===== src/verilog/ega_params.svh =====
// constants for the compatibility register set
`ifndef EGA_PARAMS_SVH
`define EGA_PARAMS_SVH
`define EGA_PORT_ATTR0      10'h3c0
`define EGA_PORT_ATTR1      10'h3c1
`define EGA_PORT_MISC       10'h3c2
`define EGA_PORT_SEQ_IDX    10'h3c4
`define EGA_PORT_SEQ_DAT    10'h3c5
`define EGA_PORT_GFX_IDX    10'h3ce
`define EGA_PORT_GFX_DAT    10'h3cf
`define EGA_PORT_MONO_BASE  10'h3b0
`define EGA_PORT_COLOR_BASE 10'h3d0
`define EGA_OFS_CRT_IDX     4'h4
`define EGA_OFS_CRT_DAT     4'h5
`define EGA_OFS_STATUS1     4'ha
`define EGA_SEQ_CLOCKING    3'h1
`define EGA_SEQ_CHARMAP     3'h3
`define EGA_SEQ_MEMMODE     3'h4
`define EGA_CRT_START_HI    5'h0c
`define EGA_CRT_START_LO    5'h0d
`define EGA_CRT_CURS_HI     5'h0e
`define EGA_CRT_CURS_LO     5'h0f
`define EGA_CRT_PEN_HI      5'h10
`define EGA_CRT_PEN_LO      5'h11
`define EGA_MISC_COLOR_BIT  0
`define EGA_MISC_DRVOFF_BIT 4
`define EGA_MISC_CLK_LSB    2
`define EGA_CFG_CLK_BIT     3
`define EGA_ATTR_MAP_BIT    3
`define EGA_STAT0_SW_BIT    4
`define EGA_STAT1_PEN_SW    2
`define EGA_STAT1_PEN_TRIG  1
`define EGA_STAT0_ONES      8'h0f
`define EGA_STAT1_ONES      8'h40
`define EGA_MD_MONITOR_BIT  11
`define EGA_MD_SW_LSB       12
`define EGA_RESET_BYTE      8'h00
`define EGA_ERR_BYTE        8'hff
`endif


===== src/verilog/ega_pkg.sv =====
// types for the compatibility register set
package ega_pkg;
  typedef enum logic [1:0] {
    EGA_CLK_BASE,
    EGA_CLK_SECONDARY,
    EGA_CLK_FEATURE,
    EGA_CLK_NONE
  } ega_dot_clk_t;
  typedef enum logic {
    EGA_STRAP_WAIT,
    EGA_STRAP_DONE
  } ega_strap_st_t;
endpackage : ega_pkg


===== src/verilog/ega_dot_clock_select.sv =====
// dot clock source choice from misc output and configuration bit
`timescale 1ns/1ps
`default_nettype none
`include "ega_params.svh"
module ega_dot_clock_select
  import ega_pkg::*;
(
  input  wire logic [1:0]   clockSel,
  input  wire logic         cfgClkBit,
  output ega_dot_clk_t      dotClk
);
  always_comb begin
    unique case (clockSel)
      2'h0: dotClk = EGA_CLK_BASE;
      2'h1: dotClk = cfgClkBit ? EGA_CLK_NONE : EGA_CLK_SECONDARY;
      2'h2: dotClk = cfgClkBit ? EGA_CLK_NONE : EGA_CLK_FEATURE;
      2'h3: dotClk = cfgClkBit ? EGA_CLK_NONE : EGA_CLK_FEATURE;
    endcase
  end
endmodule : ega_dot_clock_select
`default_nettype wire


===== src/verilog/ega_compat_register_set.sv =====
// register set of the controller in its EGA compatibility mode
`timescale 1ns/1ps
`default_nettype none
`include "ega_params.svh"
module ega_compat_register_set
  import ega_pkg::*;
(
  input  wire logic          clk,
  input  wire logic          srst,
  // host I/O bus, same clock
  input  wire logic [9:0]    ioAddr,
  input  wire logic          ioWr,
  input  wire logic          ioRd,
  input  wire logic [7:0]    ioWrData,
  output logic [7:0]         ioRdData,
  output logic               ioRdValid,
  // configuration from extension registers (outside this block)
  input  wire logic          switchReadbackEn,
  input  wire logic          cfgClkBit,
  // pins
  input  wire logic [15:0]   videoMemoryDataLines,
  input  wire logic          lightPenSwitchPin,
  input  wire logic          lightPenTrigPin,
  // display status from the CRT timing logic, same clock
  input  wire logic          displayStatus,
  input  wire logic [2:0]    videoStatusMux,
  input  wire logic          vertRetrace,
  input  wire logic [15:0]   lightPenAddr,
  // per character attribute from the fetch path
  input  wire logic [7:0]    attrByte,
  // outputs
  output logic               videoDriversOff,
  output ega_dot_clk_t       dotClkSel,
  output logic [1:0]         fontMapSel,
  output logic               monitorTypeStrapBit,
  output logic [3:0]         switchField,
  output logic [7:0]         miscOutput,
  output logic [7:0]         clockingMode,
  output logic [7:0]         memoryMode,
  output logic               attrWrite,
  output logic [7:0]         attrWrData,
  output logic [7:0]         featureControl,
  output logic [4:0]         gfxIndex,
  output logic               gfxWrite,
  output logic [7:0]         gfxWrData,
  output logic [15:0]        startAddr,
  output logic [15:0]        cursorAddr,
  output logic               crtWrite,
  output logic [4:0]         crtIndex,
  output logic [7:0]         crtWrData
);

  // ----------------------------------------------------------------
  // pin synchronisers
  // ----------------------------------------------------------------
  logic [1:0] penSwMeta_q, penSwMeta_d;
  logic [1:0] penTrMeta_q, penTrMeta_d;
  logic [4:0] strapMeta_q, strapMeta_d;
  logic [4:0] strapSync_q, strapSync_d;

  always_comb begin
    penSwMeta_d = {penSwMeta_q[0], lightPenSwitchPin};
    penTrMeta_d = {penTrMeta_q[0], lightPenTrigPin};
    strapMeta_d = {videoMemoryDataLines[`EGA_MD_SW_LSB +: 4],
                   videoMemoryDataLines[`EGA_MD_MONITOR_BIT]};
    strapSync_d = strapMeta_q;
  end

  always_ff @(posedge clk) begin
    penSwMeta_q <= penSwMeta_d;
    penTrMeta_q <= penTrMeta_d;
    strapMeta_q <= strapMeta_d;
    strapSync_q <= strapSync_d;
  end

  // ----------------------------------------------------------------
  // strap capture: four cycles after reset release, straps are settled
  // ----------------------------------------------------------------
  ega_strap_st_t strapSt_q, strapSt_d;
  logic [1:0]    strapWait_q, strapWait_d;
  logic          monitor_q, monitor_d;
  logic [3:0]    switches_q, switches_d;

  always_comb begin
    strapSt_d   = strapSt_q;
    strapWait_d = strapWait_q;
    monitor_d   = monitor_q;
    switches_d  = switches_q;
    unique case (strapSt_q)
      EGA_STRAP_WAIT: begin
        strapWait_d = strapWait_q + 2'h1;
        if (strapWait_q == 2'h3) begin
          monitor_d  = ~strapSync_q[0];
          switches_d = strapSync_q[4:1];
          strapSt_d  = EGA_STRAP_DONE;
        end
      end
      EGA_STRAP_DONE: begin
      end
    endcase
  end

  always_ff @(posedge clk) begin
    if (srst) begin
      strapSt_q   <= EGA_STRAP_WAIT;
      strapWait_q <= 2'h0;
      monitor_q   <= 1'b0;
      switches_q  <= 4'h0;
    end else begin
      strapSt_q   <= strapSt_d;
      strapWait_q <= strapWait_d;
      monitor_q   <= monitor_d;
      switches_q  <= switches_d;
    end
  end

  // ----------------------------------------------------------------
  // address decode
  // ----------------------------------------------------------------
  logic [7:0] misc_q, misc_d;
  logic       colorMode;
  logic [9:0] varBase;
  logic       hitMisc, hitAttr, hitSeqIdx, hitSeqDat, hitGfxIdx, hitGfxDat;
  logic       hitCrtIdx, hitCrtDat, hitStat1;

  always_comb begin
    colorMode = misc_q[`EGA_MISC_COLOR_BIT];
    varBase   = colorMode ? `EGA_PORT_COLOR_BASE : `EGA_PORT_MONO_BASE;
    hitMisc   = ioAddr == `EGA_PORT_MISC;
    hitAttr   = ioAddr == `EGA_PORT_ATTR0 || ioAddr == `EGA_PORT_ATTR1;
    hitSeqIdx = ioAddr == `EGA_PORT_SEQ_IDX;
    hitSeqDat = ioAddr == `EGA_PORT_SEQ_DAT;
    hitGfxIdx = ioAddr == `EGA_PORT_GFX_IDX;
    hitGfxDat = ioAddr == `EGA_PORT_GFX_DAT;
    hitCrtIdx = ioAddr == (varBase | {6'h00, `EGA_OFS_CRT_IDX});
    hitCrtDat = ioAddr == (varBase | {6'h00, `EGA_OFS_CRT_DAT});
    hitStat1  = ioAddr == (varBase | {6'h00, `EGA_OFS_STATUS1});
  end

  // ----------------------------------------------------------------
  // writable registers
  // ----------------------------------------------------------------
  logic [2:0]  seqIdx_q, seqIdx_d;
  logic [7:0]  clkMode_q, clkMode_d;
  logic [7:0]  charMap_q, charMap_d;
  logic [7:0]  memMode_q, memMode_d;
  logic [7:0]  feat_q, feat_d;
  logic [4:0]  gfxIdx_q, gfxIdx_d;
  logic [4:0]  crtIdx_q, crtIdx_d;
  logic [15:0] start_q, start_d;
  logic [15:0] cursor_q, cursor_d;
  logic        attrWr_q, attrWr_d;
  logic        gfxWr_q, gfxWr_d;
  logic        crtWr_q, crtWr_d;
  logic [7:0]  wrData_q, wrData_d;

  always_comb begin
    misc_d    = misc_q;
    seqIdx_d  = seqIdx_q;
    clkMode_d = clkMode_q;
    charMap_d = charMap_q;
    memMode_d = memMode_q;
    feat_d    = feat_q;
    gfxIdx_d  = gfxIdx_q;
    crtIdx_d  = crtIdx_q;
    start_d   = start_q;
    cursor_d  = cursor_q;
    attrWr_d  = 1'b0;
    gfxWr_d   = 1'b0;
    crtWr_d   = 1'b0;
    wrData_d  = wrData_q;
    if (ioWr) begin
      wrData_d = ioWrData;
      if (hitMisc) misc_d = ioWrData;
      if (hitAttr) attrWr_d = 1'b1;
      if (hitSeqIdx) seqIdx_d = ioWrData[2:0];
      if (hitGfxIdx) gfxIdx_d = ioWrData[4:0];
      if (hitGfxDat) gfxWr_d = 1'b1;
      if (hitCrtIdx) crtIdx_d = ioWrData[4:0];
      if (hitStat1) feat_d = ioWrData;
      if (hitSeqDat) begin
        unique case (seqIdx_q)
          `EGA_SEQ_CLOCKING: clkMode_d = ioWrData;
          `EGA_SEQ_CHARMAP:  charMap_d = ioWrData;
          `EGA_SEQ_MEMMODE:  memMode_d = ioWrData;
          default: begin
          end
        endcase
      end
      // light pen indices are read-only here; the write goes to the timing regs
      if (hitCrtDat) begin
        crtWr_d = 1'b1;
        unique case (crtIdx_q)
          `EGA_CRT_START_HI: start_d[15:8] = ioWrData;
          `EGA_CRT_START_LO: start_d[7:0]  = ioWrData;
          `EGA_CRT_CURS_HI:  cursor_d[15:8] = ioWrData;
          `EGA_CRT_CURS_LO:  cursor_d[7:0]  = ioWrData;
          default: begin
          end
        endcase
      end
    end
  end

  always_ff @(posedge clk) begin
    if (srst) begin
      misc_q    <= `EGA_RESET_BYTE;
      seqIdx_q  <= 3'h0;
      clkMode_q <= `EGA_RESET_BYTE;
      charMap_q <= `EGA_RESET_BYTE;
      memMode_q <= `EGA_RESET_BYTE;
      feat_q    <= `EGA_RESET_BYTE;
      gfxIdx_q  <= 5'h00;
      crtIdx_q  <= 5'h00;
      start_q   <= 16'h0000;
      cursor_q  <= 16'h0000;
      attrWr_q  <= 1'b0;
      gfxWr_q   <= 1'b0;
      crtWr_q   <= 1'b0;
      wrData_q  <= `EGA_RESET_BYTE;
    end else begin
      misc_q    <= misc_d;
      seqIdx_q  <= seqIdx_d;
      clkMode_q <= clkMode_d;
      charMap_q <= charMap_d;
      memMode_q <= memMode_d;
      feat_q    <= feat_d;
      gfxIdx_q  <= gfxIdx_d;
      crtIdx_q  <= crtIdx_d;
      start_q   <= start_d;
      cursor_q  <= cursor_d;
      attrWr_q  <= attrWr_d;
      gfxWr_q   <= gfxWr_d;
      crtWr_q   <= crtWr_d;
      wrData_q  <= wrData_d;
    end
  end

  // ----------------------------------------------------------------
  // read path and status
  // ----------------------------------------------------------------
  logic [7:0] stat0, stat1, rdData_d, rdData_q;
  logic       rdValid_d, rdValid_q;

  always_comb begin
    stat0 = `EGA_STAT0_ONES;
    stat0[7] = vertRetrace;
    stat0[`EGA_STAT0_SW_BIT] = switchReadbackEn & |switches_q;
    stat1 = `EGA_STAT1_ONES;
    stat1[5:3] = videoStatusMux;
    stat1[`EGA_STAT1_PEN_SW]   = penSwMeta_q[1];
    stat1[`EGA_STAT1_PEN_TRIG] = penTrMeta_q[1];
    stat1[0] = displayStatus;
    rdData_d  = 8'h00;
    rdValid_d = ioRd;
    if (ioRd) begin
      if (hitMisc) rdData_d = stat0;
      else if (hitStat1) rdData_d = stat1;
      else if (hitCrtDat) begin
        unique case (crtIdx_q)
          `EGA_CRT_START_HI: rdData_d = start_q[15:8];
          `EGA_CRT_START_LO: rdData_d = start_q[7:0];
          `EGA_CRT_CURS_HI:  rdData_d = cursor_q[15:8];
          `EGA_CRT_CURS_LO:  rdData_d = cursor_q[7:0];
          `EGA_CRT_PEN_HI:   rdData_d = lightPenAddr[15:8];
          `EGA_CRT_PEN_LO:   rdData_d = lightPenAddr[7:0];
          default:           rdData_d = `EGA_ERR_BYTE;
        endcase
      end
      else rdData_d = `EGA_ERR_BYTE;
    end
  end

  always_ff @(posedge clk) begin
    if (srst) begin
      rdData_q  <= 8'h00;
      rdValid_q <= 1'b0;
    end else begin
      rdData_q  <= rdData_d;
      rdValid_q <= rdValid_d;
    end
  end

  // ----------------------------------------------------------------
  // display-side controls
  // ----------------------------------------------------------------
  ega_dot_clk_t dotClk, dotClk_q;
  logic [1:0]   fontMap_d, fontMap_q;
  logic         drvOff_q;

  ega_dot_clock_select uClkSel (
    .clockSel  (misc_q[`EGA_MISC_CLK_LSB +: 2]),
    .cfgClkBit (cfgClkBit),
    .dotClk    (dotClk)
  );

  always_comb begin
    // map A on bit 3 set, map B otherwise
    fontMap_d = attrByte[`EGA_ATTR_MAP_BIT] ? charMap_q[3:2]
                                            : charMap_q[1:0];
  end

  always_ff @(posedge clk) begin
    if (srst) begin
      dotClk_q  <= EGA_CLK_BASE;
      fontMap_q <= 2'h0;
      drvOff_q  <= 1'b0;
    end else begin
      dotClk_q  <= dotClk;
      fontMap_q <= fontMap_d;
      drvOff_q  <= misc_q[`EGA_MISC_DRVOFF_BIT];
    end
  end

  assign ioRdData            = rdData_q;
  assign ioRdValid           = rdValid_q;
  assign videoDriversOff     = drvOff_q;
  assign dotClkSel           = dotClk_q;
  assign fontMapSel          = fontMap_q;
  assign monitorTypeStrapBit = monitor_q;
  assign switchField         = switches_q;
  assign miscOutput          = misc_q;
  assign clockingMode        = clkMode_q;
  assign memoryMode          = memMode_q;
  assign attrWrite           = attrWr_q;
  assign attrWrData          = wrData_q;
  assign featureControl      = feat_q;
  assign gfxIndex            = gfxIdx_q;
  assign gfxWrite            = gfxWr_q;
  assign gfxWrData           = wrData_q;
  assign startAddr           = start_q;
  assign cursorAddr          = cursor_q;
  assign crtWrite            = crtWr_q;
  assign crtIndex            = crtIdx_q;
  assign crtWrData           = wrData_q;

endmodule : ega_compat_register_set
`default_nettype wire


===== config.mk =====
export PLATFORM = sky130hd
export DESIGN_NAME = ega_compat_register_set
export DESIGN_NICKNAME = d
export VERILOG_FILES = /design/src/verilog/ega_pkg.sv /design/src/verilog/ega_dot_clock_select.sv /design/src/verilog/ega_compat_register_set.sv
export VERILOG_INCLUDE_DIRS = /design/src /design/src/verilog
export SDC_FILE = /design/constraint.sdc
export NUM_CORES = 1
export LEC_CHECK = 0
export BUFFER_PORTS_ARGS = -buffer_cell sky130_fd_sc_hd__buf_4
export CAP_MARGIN = 20
export CORE_MARGIN = 5
export CORE_UTILIZATION = 25
export CTS_BUF_LIST = sky130_fd_sc_hd__clkbuf_8
export DETAILED_ROUTE_END_ITERATION = 10
export PLACE_DENSITY = 0.54
export SKIP_LAST_GASP = 1
export SYNTH_ARGS = -nofsm -noshare
export SYNTH_HDL_FRONTEND = slang
export SYNTH_HIERARCHICAL = 1
export SYNTH_SLANG_ARGS = --single-unit

===== constraint.sdc =====
create_clock -name clk -period 2.49 [get_ports clk]
set_input_delay 0.498 -clock clk [delete_from_list [all_inputs] [get_ports clk]]
set_output_delay 0.498 -clock clk [all_outputs]
set_load 0.05 [all_outputs]

# == Word-level counts from Yosys, hierarchy flattened ==
# Index checks and enable logic that the tools add are counted.
# Widths: inputs -> output; s select.
# word_totals
ramBits,0
mem_bits_ro,0
mem_count,0
latch_bits,0
regBits,128
word_cells,93
# classes
order_cmp,0
div,0
addsub,1
bitwise,5
multipliers,0
n_mux,14
n_eq_ne,23
n_reduce_logical,20
shifts,0
# op_table
op,n
$eq 10x10->1 const B,7
$pmux 8 s6,1
$eq 10x10->1,3
$mux 8,3
$reduce_and 3->1,7
$eq 5x4->1 const B,4
$reduce_and 2->1,6
$eq 5x5->1 const B,2
$mux 7,1
$eq 2x2->1 const B,3
$mux 1,6
$pmux 2 s3,1
$reduce_or 2->1,3
$mux 2,2
$not 1->1,4
$reduce_or 4->1,1
$eq 3x1->1 const B,1
$eq 3x2->1 const B,1
$eq 3x3->1 const B,1
$reduce_or 3->1,1
$add 2x1->2 const B,1
$eq 2x1->1 const B,1
$logic_not 2->1,1
$and 1x1->1,1
$logic_or 1x1->1,1

# == Longest topological paths before layout ==
# Gate-level depths: netlist of run 1.
# logic_depth
ltp_word,5
ltp_mapped,7
mapped_depth_nobuf,4

# == By module ==
# Netlist of run 1, hierarchy kept.
# modules_own_cells
module,area_each_um2,instances,cells_per_inst,seq_area_each_um2
ega_compat_register_set,5237.5,1,527,2562.5
ega_dot_clock_select,23.8,1,2,0.0

# == Least setup slack after synthesis of run 1 ==
# OpenSTA, ideal clock, no wires.
# synth_path
path_kind,in2reg
start,in ioAddr[4]
end,reg memMode_q[0] (netlist: memoryMode[0])
t_required_ns,2.370
setup_ns,0.120
path_buffers,1
slack_ns,0.241
t_arrival_ns,2.129
path_stages,5
path_cell_list,or3b_1 -> or4_4 -> or4b_1 -> buf_4 -> mux2i_1
# synth_via
elab_chain_cells,2
# synth_lines
element,line_no,rtl
"start, declared",ega_compat_register_set.sv:11,"input wire logic [9:0] ioAddr,"
$eq 10x10->1 (no line),-,
$reduce_and 3->1 (no line),-,
"end signal, assigned",ega_compat_register_set.sv:211,memMode_q <= `EGA_RESET_BYTE;
"end signal, assigned",ega_compat_register_set.sv:226,memMode_q <= memMode_d;
"end, declared",ega_compat_register_set.sv:146,"logic [7:0] memMode_q, memMode_d;"
# No other way between the ends.
# A chain may end at the register's enable or synchronous reset.

# == Worst setup path after layout of run 1 ==
# layout_path
start,reg crtIdx_q[1] (netlist: crtIndex[1])
end,reg rdData_q[7] (netlist: ioRdData[7])
# layout_via
elab_chain_cells,5
# layout_lines
element,line_no,rtl
"start, declared",ega_compat_register_set.sv:149,"logic [4:0] crtIdx_q, crtIdx_d;"
"start signal, assigned",ega_compat_register_set.sv:229,crtIdx_q <= crtIdx_d;
$eq 5x5->1 / $eq 5x4->1 (equally long branches),ega_compat_register_set.sv:260,unique case (crtIdx_q)
$pmux 8 s6 (*),ega_compat_register_set.sv:260,
$mux 8 (*),ega_compat_register_set.sv:259,else if (hitCrtDat) begin
$mux 8 (*),ega_compat_register_set.sv:258,else if (hitStat1) rdData_d = stat1;
$mux 8 (*),ega_compat_register_set.sv:257,if (hitMisc) rdData_d = stat0;
"end signal, assigned",ega_compat_register_set.sv:279,rdData_q <= rdData_d;
"end, declared",ega_compat_register_set.sv:242,"logic [7:0] stat0, stat1, rdData_d, rdData_q;"
# Every way passes the cells marked *; elsewhere a longest branch is shown, timed or not.

==> impl_metrics.toml, run 1 <==
[layout]
fin_nets = 758
area_growth_syn_to_layout_pct = 39.05
fin_util_pct = 35.02
regArea_um2 = 2562
n_antenna_cell = 0
fillers = 2164
final_area_um2 = 7316
multi_input_area_um2 = 2419
drive_above_1_share_pct = 35.77
final_cell_count_no_fill = 974

[cts]
post_cts_buffers = 0
cts.sinks = 128
cts_max_path_buffers = 2
cts_buffers = 17
cts_hold_buf = 0
htreeDepth = 4
path_clk_slew_ns = 0.08
insertion_delay_ns = 0.44
ctsResizeCount = 0
cts-root-buf = "clkbuf_8"
cts_tree = "yes"

[die]
fp-row-count = 53
die-area_um2 = 24050
core_um2 = 20890
ios = 191
dieHeight_um = 155.1
start_util_pct = 25.19
die_width_um = 155.1

[detailed_routing]
dr.pass1.iters = 5
drt-total-wl_um = 17790
highest_layer = "met4"
via_per_inst = 4.722
drt-met1-wl_um = 8709
met3_length_um = 970
drtIter0Drc = 337
vias = 4599
drc_errors = 0
wl_met2_um = 7898
wl_per_cell_um = 18.26
ant_nets = 0

[global_routing]
grt_max_degree = 114
grt_pass1_vias = 4430
gr-total-overflow = 0
grt_pass1_wl_um = 27010
grtUsageTotal_pct = 14.54
grt_antenna_before_repair = 0

[synth]
dominantRegCellSynth = "dfxtp_1"
synth_area_um2 = 5261
syn_area_per_cell_um2 = 9.946
synthDistinctLibCells = 50
ys_top_cells_by_area = "dfxtp_1, mux2i_1, nand4_1"
synth_nets = 601
synth_common_cells = "dfxtp_1, mux2i_1, nor2_1, a21oi_1, o21ai_0"
yosysTopAreaCell = "dfxtp_1"
async_flop_share_pct = 0
ys_ff_latch = 128
synth-warning-count = 6
synth.most_common_cell = "dfxtp_1"
synth_seq_area_share_pct = 48.70
synth-edff-count = 0
yosysTopAreaCellShare_pct = 48.70
synth_cells = 529

[critical_path]
timing.rr.start = "crtIndex[1]"
reg2reg_setup_slack_ns = 0.26
worstSetupPathType = "reg -> reg"
r2r_end = "ioRdData[7]"
startpoint_type = "register"
arrival_ns = 2.55
slowest_delay_ns = 0.95
path_max_fanout = 15
end_kind = "register"
slowest_stage = "nor4b_1"
critical_path_required_ns = 2.81
r2r_cells = 5
path_cells = "nor4b_1, nor2_1, nor4_2, buf_4, a211oi_1"

[pwr]
p_per_area_nw_per_um2 = 637.6
power.total_mw = 4.665
ir_drop_mv = 0.2757
leakage_nw = 2.988

[timing]
fmax_mhz = 447.8
rsz0062_at_grt = "false"
hold_viol = 0
maxSlewHeadroom_pct = 33.76
setup_viol = 0
worst_pin_slew_ns = 0.9798
fin_skew_ns = 0.01331
finalCritPeriodShare_pct = 89.68
fin_setup_tns_ns = 0
slew_violations = 0
fin_crit_ns = 2.233

[worst_hold_path]
min_from = "videoMemoryDataLines[13]"
whs_endpoint = "strapMeta_q[2]"
min_delay_path_depth = 1
hold_class = "in -> reg"

[place]
place_hpwl_um = 12420
io_buffers = 172
dpl.cell_count = 942
dpl-instance-area_um2 = 6845
gp_congestion = 0.7735

[flow_run]
maxCapViolCount = 0

[outcome]
status = "finished, final reports clean"
[layout make-up]
cell class,instances,share of cell area [%]
timing repair buffer,197,20.73
clock buffer,19,3.574
inverter,1,0.05131
clock inverter,13,2.856
multi-input combinational,341,33.06
sequential,128,35.03
tap,275,4.703
[report_power, final]
part | internal (mW) | total [mW] | switching (mW)
logic | 0.154 | 0.435 | 0.280
registers | 2.09 | 2.11 | 0.0231
clock network | 1.25 | 2.12 | 0.869
[kinds of logic after synthesis]
family                     count (synthesis)  synth area share [%]
adders and majority gates                  1                0.2378
DFF                                      128                 48.70
and+or+nand+nor                          166                 17.50
muxes                                     72                 15.77
buffers and inverters                     60                 5.684
xor gates and xnor gates                   1                0.1665
AOI/OAI and AO/OA                        101                 11.94
[per-stage QoR]
stage / setup WS (ns) / hold slack [ns]
floorplan: 0.2412 / 0.3096
global placement: 0.1294 / 0.3105
detailed placement: 0.1102 / 0.3121
CTS: 0.2487 / 0.1137
global route: 0.08283 / 0.1120
finish: 0.2569 / 0.1506
[critical path, delay by kind of cell (launching register included)]
kind,cells,cell delay (ns)
AOI/OAI and AO/OA,1,0.07
and+or+nand+nor,3,1.30
buffers and inverters,1,0.20
DFF,1,0.55
[per-layer routing]
metal	global-route usage [%]	vias to the layer above
met5	0	-
met4	3.869	0
met3	3.978	16
met2	21.33	141
met1	21.02	2224
li1	-	2218
[flip-flops by register name (all words and copies together), names as in the netlist, 8 cells and up]
| signal | flops |
|---|---|
| miscOutput | 8 |
| featureControl | 8 |
| attrWrData | 8 |
| clockingMode | 8 |
| memoryMode | 8 |
| startAddr | 16 |
| ioRdData | 8 |
| cursorAddr | 16 |
[worst max path at each step]
stage / startpoint / end / slack (ns)
6_report: crtIndex[1] / ioRdData[7] / 0.26
5_1_grt: crtIndex[1] / ioRdData[7] / 0.08
4_1_cts: crtIndex[1] / ioRdData[7] / 0.25
3_5_place_dp: ioAddr[4] / memoryMode[5] / 0.11
3_3_place_gp: ioAddr[4] / memoryMode[2] / 0.13
2_1_floorplan: ioAddr[4] / memoryMode[0] / 0.24
[cells in the final DEF, fill, tap and decap left out, drive strengths merged, types with 2 or more instances in the layout]
| master | instances |
|---|---|
| or4 | 2 |
| inv | 4 |
| nor4 | 6 |
| clkbuf | 19 |
| mux2i | 60 |
| buf | 197 |
| and3b | 2 |
| a211oi | 3 |
| clkinvlp | 2 |
| or2 | 2 |
| clkinv | 3 |
| nand2b | 25 |
| nor2 | 54 |
| mux2 | 4 |
| or3b | 2 |
| nand3b | 2 |
| a2111oi | 3 |
| a22oi | 3 |
| nand4 | 34 |
| nand2 | 9 |
| bufinv | 5 |
| nand3 | 7 |
| and3 | 3 |
| a222oi | 4 |
| nor4b | 2 |
| mux4 | 8 |
| dfxtp | 128 |
| a21oi | 41 |
| nor3 | 3 |
| o21ai | 36 |
| a21o | 2 |
| nor2b | 7 |
| o31ai | 4 |
Power figures use the tool's default switching activity.
==> run 2, diff against run 1 <==
--- a/config.mk
+++ b/config.mk
@@ -6,13 +6,14 @@
 export SDC_FILE = /design/constraint.sdc
 export NUM_CORES = 1
 export LEC_CHECK = 0
-export BUFFER_PORTS_ARGS = -buffer_cell sky130_fd_sc_hd__buf_4
 export CAP_MARGIN = 20
 export CORE_MARGIN = 5
 export CORE_UTILIZATION = 25
 export CTS_BUF_LIST = sky130_fd_sc_hd__clkbuf_8
+export CTS_CLUSTER_SIZE = 10
 export DETAILED_ROUTE_END_ITERATION = 10
-export PLACE_DENSITY = 0.54
+export DONT_BUFFER_PORTS = 1
+export PLACE_DENSITY = 0.46
 export SKIP_LAST_GASP = 1
 export SYNTH_ARGS = -nofsm -noshare
 export SYNTH_HDL_FRONTEND = slang
==> run 2 against run 1 <==
Effect of this change:
- first-iteration DRC count shrank 50%
- design area is 16% lower
- global-route usage fell by 0.64 points
- critical path depth up 1
- count of clock-buffer cells in the layout down 2
==> impl_metrics.toml, run 2 (synthesis results as in run 1) <==
[pwr]
power_frac_comb_pct = 4.6
net-switching-power_mw = 1.120
seqPwrFrac_pct = 48.2
intPower_mw = 3.359
leakage_nw = 2.186
power.total_mw = 4.479
clockPowerShare_pct = 47.2
p_sw_share_pct = 25.01
p_per_area_nw_per_um2 = 729.7
ir_drop_mv = 0.3336

[layout]
n_antenna_cell = 0
fin_nets = 605
final_area_um2 = 6138
area_growth_syn_to_layout_pct = 16.67
mostFrequentLayoutCell = "dfxtp_1"
fin_util_pct = 29.39
final_cell_mix = "dfxtp_1, mux2i_1, nor2_1"
final_cell_count_no_fill = 821
fillers = 2185
drive_above_1_share_pct = 17.95

[worst_hold_path]
min_delay_path_depth = 0
min_from = "videoMemoryDataLines[11]"
hold_class = "in -> reg"

[timing]
fin_setup_tns_ns = 0
fmax_mhz = 477.0
fin_crit_ns = 2.097
hold_viol = 0
fin_skew_ns = 0.01103
slew_violations = 0
rsz0062_at_grt = "false"
setup_viol = 0
worst_pin_slew_ns = 0.6487
finalCritPeriodShare_pct = 84.20
maxSlewHeadroom_pct = 56.69
fin_hold_ws_ns = 0.07575
layout_setup_ws_ns = 0.3934

[detailed_routing]
ant_nets = 0
dr.pass1.iters = 4
drt-total-wl_um = 17020
vias = 4102
wl_per_cell_um = 20.73
drtIter0Drc = 167
drc_errors = 0
via_per_inst = 4.996

[flow_run]
maxCapViolCount = 0

[critical_path]
r2r_cells = 6
path_max_fanout = 33
timing.rr.start = "miscOutput[0]"
arrival_ns = 2.42
worstSetupPathType = "reg -> reg"
critical_path_required_ns = 2.81
crit_start = "miscOutput[0]"
end_kind = "register"
startpoint_type = "register"

[place]
place_ws_ns = 0.1316
dpl-instance-area_um2 = 5672
gp_congestion = 0.7823
dpl.cell_count = 789
place_hpwl_um = 12030
io_buffers = 0

[cts]
cts_buffers = 17
cts.sinks = 128
cts_hold_buf = 0
insertion_delay_ns = 0.44
htreeDepth = 4
cts-root-buf = "clkbuf_8"
ctsResizeCount = 0
path_clk_slew_ns = 0.08
cts_tree = "yes"
cts_max_path_buffers = 2
post_cts_buffers = 0

[die]
core_um2 = 20890
start_util_pct = 25.19
fp-row-count = 53
ios = 191
die-area_um2 = 24050
dieHeight_um = 155.1
die_width_um = 155.1

[global_routing]
grt_antenna_before_repair = 0
grt_pass1_vias = 4091
grtUsageTotal_pct = 13.91
gr-total-overflow = 0
grt_pass1_wl_um = 25100
grt_max_degree = 115

[outcome]
status = "finished, final reports clean"
run 2: cell types whose count changed in the layout (fill, tap and decap cells not counted), sizes merged:
cell / before / now
buf: 197 / 44
clkbuf: 19 / 17
clkinvlp: 2 / 1
clkinv: 3 / 6
run 2: worst max-delay path: stages (launching register included):
cell and delay (ns):
dfxtp_1 0.33, buf_4 0.21, nand3b_1 0.36, a2111o_1 0.51
buf_4 0.24, o21ai_0 0.23, a21oi_1 0.09
run 2: worst paths after layout:
kind,to,slack [ns]
worst max-delay path,startAddr[4],0.39
worst min-delay path,strapMeta_q[0],0.08
worst max register to register,startAddr[4],0.39
worst min register to register,strapSync_q[1],0.33
run 2: area by class of cell:
cell class / count / area, um^2 / share of cell area [%]
inverters: 1 / 3.754 / 0.06115
well taps: 275 / 344.1 / 5.605
flip-flops and latches: 128 / 2562 / 41.74
repair buffers: 44 / 342.8 / 5.585
multi-input cells: 341 / 2419 / 39.40
clock buffers: 17 / 234.0 / 3.812
clock inverters: 15 / 232.7 / 3.791
run 2: per-layer routing:
metal | track usage [%] | part of all wire [%] | vias up
li1 | - | - | 1909
met1 | 16.08 | 41 | 1998
met2 | 22.61 | 47 | 173
met3 | 5.869 | 9.3 | 22
met4 | 5.887 | 2.5 | 0
met5 | 0 | 0 | -
run 2: power groups by stage:
stage          registers (mW)  clock network (mW)  logic (mW)
3_5_place_dp             2.21                   0       0.208
4_1_cts                  2.16                2.18       0.209
6_report                 2.16                2.11       0.207
5_1_grt                  2.16                2.28       0.224
2_1_floorplan            2.23                   0       0.197
3_3_place_gp             2.20                   0       0.202
